File: src/rtl/fsirq_defs.vh
// register offsets, field positions and reset values for the fifo and slot irq status block
`ifndef FSIRQ_DEFS_VH
`define FSIRQ_DEFS_VH

`define FSIRQ_ADDR_W          8
`define FSIRQ_STATUS_ADDR     8'h00
`define FSIRQ_MASK_ADDR       8'h01
`define FSIRQ_THRESH_ADDR     8'h06

`define FSIRQ_CNT_MSB         15
`define FSIRQ_CNT_LSB         8
`define FSIRQ_FLUSH_BIT       15
`define FSIRQ_RSV7_BIT        7
`define FSIRQ_SECOND_BIT      6
`define FSIRQ_FIRST_BIT       5
`define FSIRQ_RSVLO_MSB       4
`define FSIRQ_RSVLO_CLR       5'h1F

`define FSIRQ_FIFO_MASK_BIT   8
`define FSIRQ_MASK_RESET      16'h01FF
`define FSIRQ_MASK_RW         16'h01FF

`define FSIRQ_THR_MSB         13
`define FSIRQ_THR_LSB         8
`define FSIRQ_THR_RESET       6'h00

`endif

File: src/rtl/fsirq_status.v
// status flags, fifo byte count, word threshold and interrupt masking
// Function
// - status bits 15:8 report bytes available in the output fifo
// - byte count compares against threshold in words, one word being two bytes
// - writing one to status bit 15 empties the fifo, count becomes zero
// - reserved status bit 7 clears to zero when one is written
// - second slot sample event sets status bit 6, held until cleared
// - first slot sample event sets status bit 5, held until cleared
// - writing one clears a slot flag, writing zero leaves it alone
// - reserved status bits 4:0 clear when 0x1F is written
// - mask bit 8 gates the fifo level interrupt, resets to one
// - fifo level interrupt raised when fifo words exceed six bit threshold
// - mask bit 6 disables second slot interrupt, resets to one
// - mask bit 5 disables first slot interrupt, resets to one
// - fifo level interrupt drops by itself once words no longer exceed threshold
`include "fsirq_defs.vh"
`default_nettype none

module fsirq_status (
    input  wire        clk,          // 25 MHz clock
    input  wire        reset,        // synchronous, active high
    input  wire [7:0]  regAddr,      // register index
    input  wire        regWrite,     // one-cycle write strobe
    input  wire        regRead,      // read strobe, data next cycle
    input  wire [15:0] regWdata,     // write data
    output reg  [15:0] regRdata,     // read data
    input  wire        fifoPush,     // one byte enters the fifo
    input  wire        fifoPop,      // one byte leaves the fifo
    input  wire        secondSlotEvent, // second slot sample done pulse
    input  wire        firstSlotEvent,  // first slot sample done pulse
    output wire        fifoFlush,    // pulse: discard fifo contents
    output wire        irq           // interrupt request, active high
);

    reg  [7:0]  fifoByteCount;
    reg         reservedBit7;
    reg         secondSlotEventFlag;
    reg         firstSlotEventFlag;
    reg  [4:0]  reservedLow;
    reg  [15:0] interruptDisableMask;
    reg  [5:0]  fifoWordLimit;
    wire        statusWrite;
    wire        maskWrite;
    wire        threshWrite;
    wire        fifoLevelHigh;
    reg  [15:0] next_rdata;

    assign statusWrite = regWrite && (regAddr == `FSIRQ_STATUS_ADDR);
    assign maskWrite   = regWrite && (regAddr == `FSIRQ_MASK_ADDR);
    assign threshWrite = regWrite && (regAddr == `FSIRQ_THRESH_ADDR);
    assign fifoFlush   = statusWrite && regWdata[`FSIRQ_FLUSH_BIT];

    // byte count, flush overrides concurrent push/pop
    always @(posedge clk) begin
        if (reset) begin
            fifoByteCount <= 8'h00;
        end else if (fifoFlush) begin
            fifoByteCount <= 8'h00;
        end else if (fifoPush && !fifoPop && fifoByteCount != 8'hFF) begin
            fifoByteCount <= fifoByteCount + 8'h01;
        end else if (fifoPop && !fifoPush && fifoByteCount != 8'h00) begin
            fifoByteCount <= fifoByteCount - 8'h01;
        end
    end

    // sticky flags: an event in the clearing cycle wins
    always @(posedge clk) begin
        if (reset) begin
            reservedBit7        <= 1'b0;
            secondSlotEventFlag <= 1'b0;
            firstSlotEventFlag  <= 1'b0;
            reservedLow         <= 5'h00;
        end else begin
            if (statusWrite && regWdata[`FSIRQ_RSV7_BIT]) begin
                reservedBit7 <= 1'b0;
            end
            if (secondSlotEvent) begin
                secondSlotEventFlag <= 1'b1;
            end else if (statusWrite && regWdata[`FSIRQ_SECOND_BIT]) begin
                secondSlotEventFlag <= 1'b0;
            end
            if (firstSlotEvent) begin
                firstSlotEventFlag <= 1'b1;
            end else if (statusWrite && regWdata[`FSIRQ_FIRST_BIT]) begin
                firstSlotEventFlag <= 1'b0;
            end
            if (statusWrite && regWdata[`FSIRQ_RSVLO_MSB:0] == `FSIRQ_RSVLO_CLR) begin
                reservedLow <= 5'h00;
            end
        end
    end

    always @(posedge clk) begin
        if (reset) begin
            interruptDisableMask <= `FSIRQ_MASK_RESET;
            fifoWordLimit        <= `FSIRQ_THR_RESET;
        end else begin
            if (maskWrite) begin
                interruptDisableMask <= regWdata & `FSIRQ_MASK_RW;
            end
            if (threshWrite) begin
                fifoWordLimit <= regWdata[`FSIRQ_THR_MSB:`FSIRQ_THR_LSB];
            end
        end
    end

    // whole words available compared to the word threshold
    assign fifoLevelHigh = ({1'b0, fifoByteCount[7:1]} > {2'b00, fifoWordLimit});

    assign irq = (fifoLevelHigh && !interruptDisableMask[`FSIRQ_FIFO_MASK_BIT])
              || (secondSlotEventFlag && !interruptDisableMask[`FSIRQ_SECOND_BIT])
              || (firstSlotEventFlag && !interruptDisableMask[`FSIRQ_FIRST_BIT]);

    always @* begin
        case (regAddr)
            `FSIRQ_STATUS_ADDR: next_rdata = {fifoByteCount, reservedBit7, secondSlotEventFlag,
                                              firstSlotEventFlag, reservedLow};
            `FSIRQ_MASK_ADDR:   next_rdata = interruptDisableMask;
            `FSIRQ_THRESH_ADDR: next_rdata = {2'b00, fifoWordLimit, 8'h00};
            default:            next_rdata = 16'h0000;
        endcase
    end

    always @(posedge clk) begin
        if (reset) begin
            regRdata <= 16'h0000;
        end else if (regRead) begin
            regRdata <= next_rdata;
        end
    end

endmodule // fsirq_status

`default_nettype wire

File: config.mk
export PLATFORM = sky130hd
export DESIGN_NAME = fsirq_status
export DESIGN_NICKNAME = d
export VERILOG_FILES = /design/src/rtl/fsirq_status.v
export VERILOG_INCLUDE_DIRS = /design/src /design/src/rtl
export SDC_FILE = /design/constraint.sdc
export NUM_CORES = 1
export LEC_CHECK = 0
export BUFFER_PORTS_ARGS = -buffer_cell sky130_fd_sc_hd__buf_2
export CORE_ASPECT_RATIO = 0.75
export CORE_MARGIN = 3
export CORE_UTILIZATION = 55
export CTS_BUF_LIST = sky130_fd_sc_hd__clkbuf_2 sky130_fd_sc_hd__clkbuf_4 sky130_fd_sc_hd__clkbuf_8
export DETAILED_ROUTE_END_ITERATION = 7
export PLACE_DENSITY = 0.86
export SYNTH_ARGS = -nofsm -noshare
export SYNTH_HDL_FRONTEND = slang
export SYNTH_SLANG_ARGS = --single-unit
File: constraint.sdc
create_clock -name clk -period 3.5 [get_ports clk]
set_input_delay 0.35 -clock clk [delete_from_list [all_inputs] [get_ports clk]]
set_output_delay 0.35 -clock clk [all_outputs]
set_load 0.02 [all_outputs]
==> out/metrics.json <==
{
  "timing.hold.worst.class": "in -> reg",
  "dieWidth_um": 77.7,
  "finalCritPeriodShare_pct": 80.6,
  "die_h_um": 59.8,
  "setup.worst_path.class": "reg -> reg",
  "post_synth.cell_area_avg_um2": 8.70,
  "cts.repair.resized": 0,
  "finish.utilization_pct": 71.0,
  "post_dp_cell_area_um2": 2380,
  "dr.first_iter.drc_count": 205,
  "post_cts.repair.setup_buffers": 0,
  "finalSetupViolations": 0,
  "first_global_vias": 1786,
  "most_numerous_cell_types_in_the_synthesized_netlist": "dfxtp_1 (41), nor2_1 (38), nand2_1 (20)",
  "synth-seq-area-share_pct": 38.7,
  "number_of_h_tree_levels": 2,
  "grt_max_degree": 27,
  "wl_per_cell_um": 14.5,
  "yosysWarningCount": 0,
  "ios": 50,
  "grt_overflow_total": 0,
  "number_of_antenna_violations_at_the_first_check_in_global_routing": 0,
  "tritoncts_clock_tree": "done",
  "antenna_cells_inserted": 0,
  "floorplan.initialDensity_pct": 60.8,
  "tns_ns": 0,
  "post_drt_via_cell_ratio": 5.65,
  "dp.final_hpwl_mm": 3.83,
  "cts.path.max_buffers": 2,
  "setup_skew_ns": 0.0102,
  "clock-root-buffer": "clkbuf_8",
  "synth_largest_area_cell": "dfxtp_1",
  "synth_area_leaders": "dfxtp_1 (39%), mux2i_1 (8.5%), ha_1 (7.1%)",
  "synth_async_sr_flop_share_pct": 0,
  "tritoncts_buffer_count": 5,
  "max_cap_violations": 0,
  "hold_vio_cnt_final": 0,
  "post_synthesis_cells": 244,
  "synthDominantCellAreaShare_pct": 38.7,
  "synthesis.nets": 289,
  "vias": 1934,
  "timing.critical_path.from_type": "flop",
  "track_usage_pct": 22.9,
  "synth.most_common_cell": "dfxtp_1",
  "cp.arrival_ns": 3.01,
  "area_delta_synth_final_pct": 16.7,
  "final_max_slew_viol_count": 0,
  "sequential_cell_area_um2": 821,
  "clock_sinks": 41,
  "drive_above_1_share_pct": 21.9,
  "row_count": 18,
  "path_clk_slew_ns": 0.09,
  "design.core.area_um2": 3490,
  "first_pass_grt_wire_length_mm": 8.31,
  "clock_latency_on_the_worst_skew_pair_ns": 0.30,
  "postSynthRegisterBits": 41,
  "final_nets": 336,
  "peakVddDrop_mv": 0.292,
  "globalplace.congestion": 0.877,
  "timing.reg2reg.setup_slack_ns": 0.68,
  "timing.max_slew.rel_slack_pct": 54.7,
  "worst_setup_path_end_kind": "flop",
  "synth_edf_count": 0,
  "ys.flop_type": "dfxtp_1",
  "grt_setup_unrepaired": "false",
  "drc": 0,
  "fill_cells": 283,
  "post_cts_hold_buffer_count": 0,
  "worst-endpoint-required_ns": 3.69,
  "power.static_leakage_nw": 1.05,
  "synth_cell_types": 41,
  "die-area_um2": 4650,
  "timing.fmax_mhz": 354,
  "worst-slew-pin-transition_ns": 0.675,
  "status": "finished clean",
  "multi_input_logic_area_um2": 1200,
  "drt-total-wl_mm": 4.95,
  "power-per-cell-area_nw_per_um2": 481,
  "design_area_um2": 2480,
  "final_antenna_net_count": 0,
  "worst-path-max-fanout": 15,
  "numPortBuffers": 48,
  "synth_area_um2": 2120,
  "min_period_ns": 2.82,
  "number_of_detailed_routing_iterations_run_before_antenna_repair": 4
}
-- final timing paths --
path                                        start                                   end  depth (start not counted)
max                 fifoByteCount[4]$_SDFFE_PP0P_         fifoByteCount[7]$_SDFFE_PP0P_                          8
min reg2reg  interruptDisableMask[1]$_SDFFE_PP1P_  interruptDisableMask[1]$_SDFFE_PP1P_                          2
max reg2reg         fifoByteCount[4]$_SDFFE_PP0P_         fifoByteCount[7]$_SDFFE_PP0P_                          8
min                                   regWdata[7]  interruptDisableMask[7]$_SDFFE_PP1P_                          3
-- flip-flops by register name (all words and copies together), names as in the netlist --
register	flops
fifoByteCount	8
fifoWordLimit	6
firstSlotEventFlag	1
interruptDisableMask	9
regRdata	16
secondSlotEventFlag	1
-- layout make-up --
| class | count | area share [%] |
|---|---|---|
| multi-input combinational | 180 | 48.6 |
| clock buffer | 5 | 2.78 |
| clock inverter | 3 | 1.01 |
| sequential | 41 | 33.1 |
| inverter | 15 | 2.27 |
| tap | 50 | 2.53 |
| timing repair buffer | 48 | 9.70 |
-- cell families (layout without fill, tap and decap cells) --
kind of cell | Yosys count | after routing | synth area share [%]
xor gates and xnor gates | 4 | 4 | 1.65
adders and majority gates | 13 | 13 | 8.02
and+or+nand+nor | 88 | 88 | 19.9
buffers and inverters | 23 | 71 | 4.60
AOI/OAI and AO/OA | 56 | 56 | 18.1
DFF | 41 | 41 | 38.7
muxes | 19 | 19 | 9.02
-- report_power, final --
part | internal (mW) | total (mW) | switching (mW)
registers | 0.493 | 0.539 | 0.0461
logic | 0.155 | 0.331 | 0.176
clock network | 0.144 | 0.322 | 0.178
total | 0.792 | 1.19 | 0.401
-- cells in the final DEF, fill, tap and decap left out, types with 3 or more instances in the layout --
cell / n
nand2_1: 20
a21o_1: 3
a211oi_1: 3
inv_1: 13
mux2i_1: 18
nor2_1: 38
o21ai_0: 9
buf_2: 48
nand3_1: 7
a22oi_1: 15
ha_1: 12
dfxtp_1: 41
a21oi_1: 14
clkbuf_8: 5
a211o_1: 3
nor4_1: 3
nand4_1: 4
xnor2_1: 3
-- layer usage --
metal,routed length (um),up-vias,track usage (%)
met5,0,-,0
met4,55,0,7.36
met3,422,6,6.33
met2,2110,79,33.8
met1,2360,878,32.4
li1,-,971,-
-- critical path: stages, from the launching register on --
cell	delay (ns)
dfxtp_1	0.46
nand4_1	0.16
o211ai_2	0.58
ha_1	0.41
a21oi_1	0.26
a211oi_1	0.11
nor2_1	0.14
mux2i_1	0.24
mux2_2	0.35
-- through the flow --
stage	hold slack [ns]	std cells	setup WS (ns)	power (mW)
final	0.265	342	0.679	1.19
after global routing	0.269	342	0.460	1.27
after CTS	0.261	342	0.698	1.19
after detailed placement	0.460	334	0.730	0.873
after global placement	0.455	334	0.817	0.861
after floorplan	0.443	244	1.12	0.794
(Power assumes the default switching activity.)
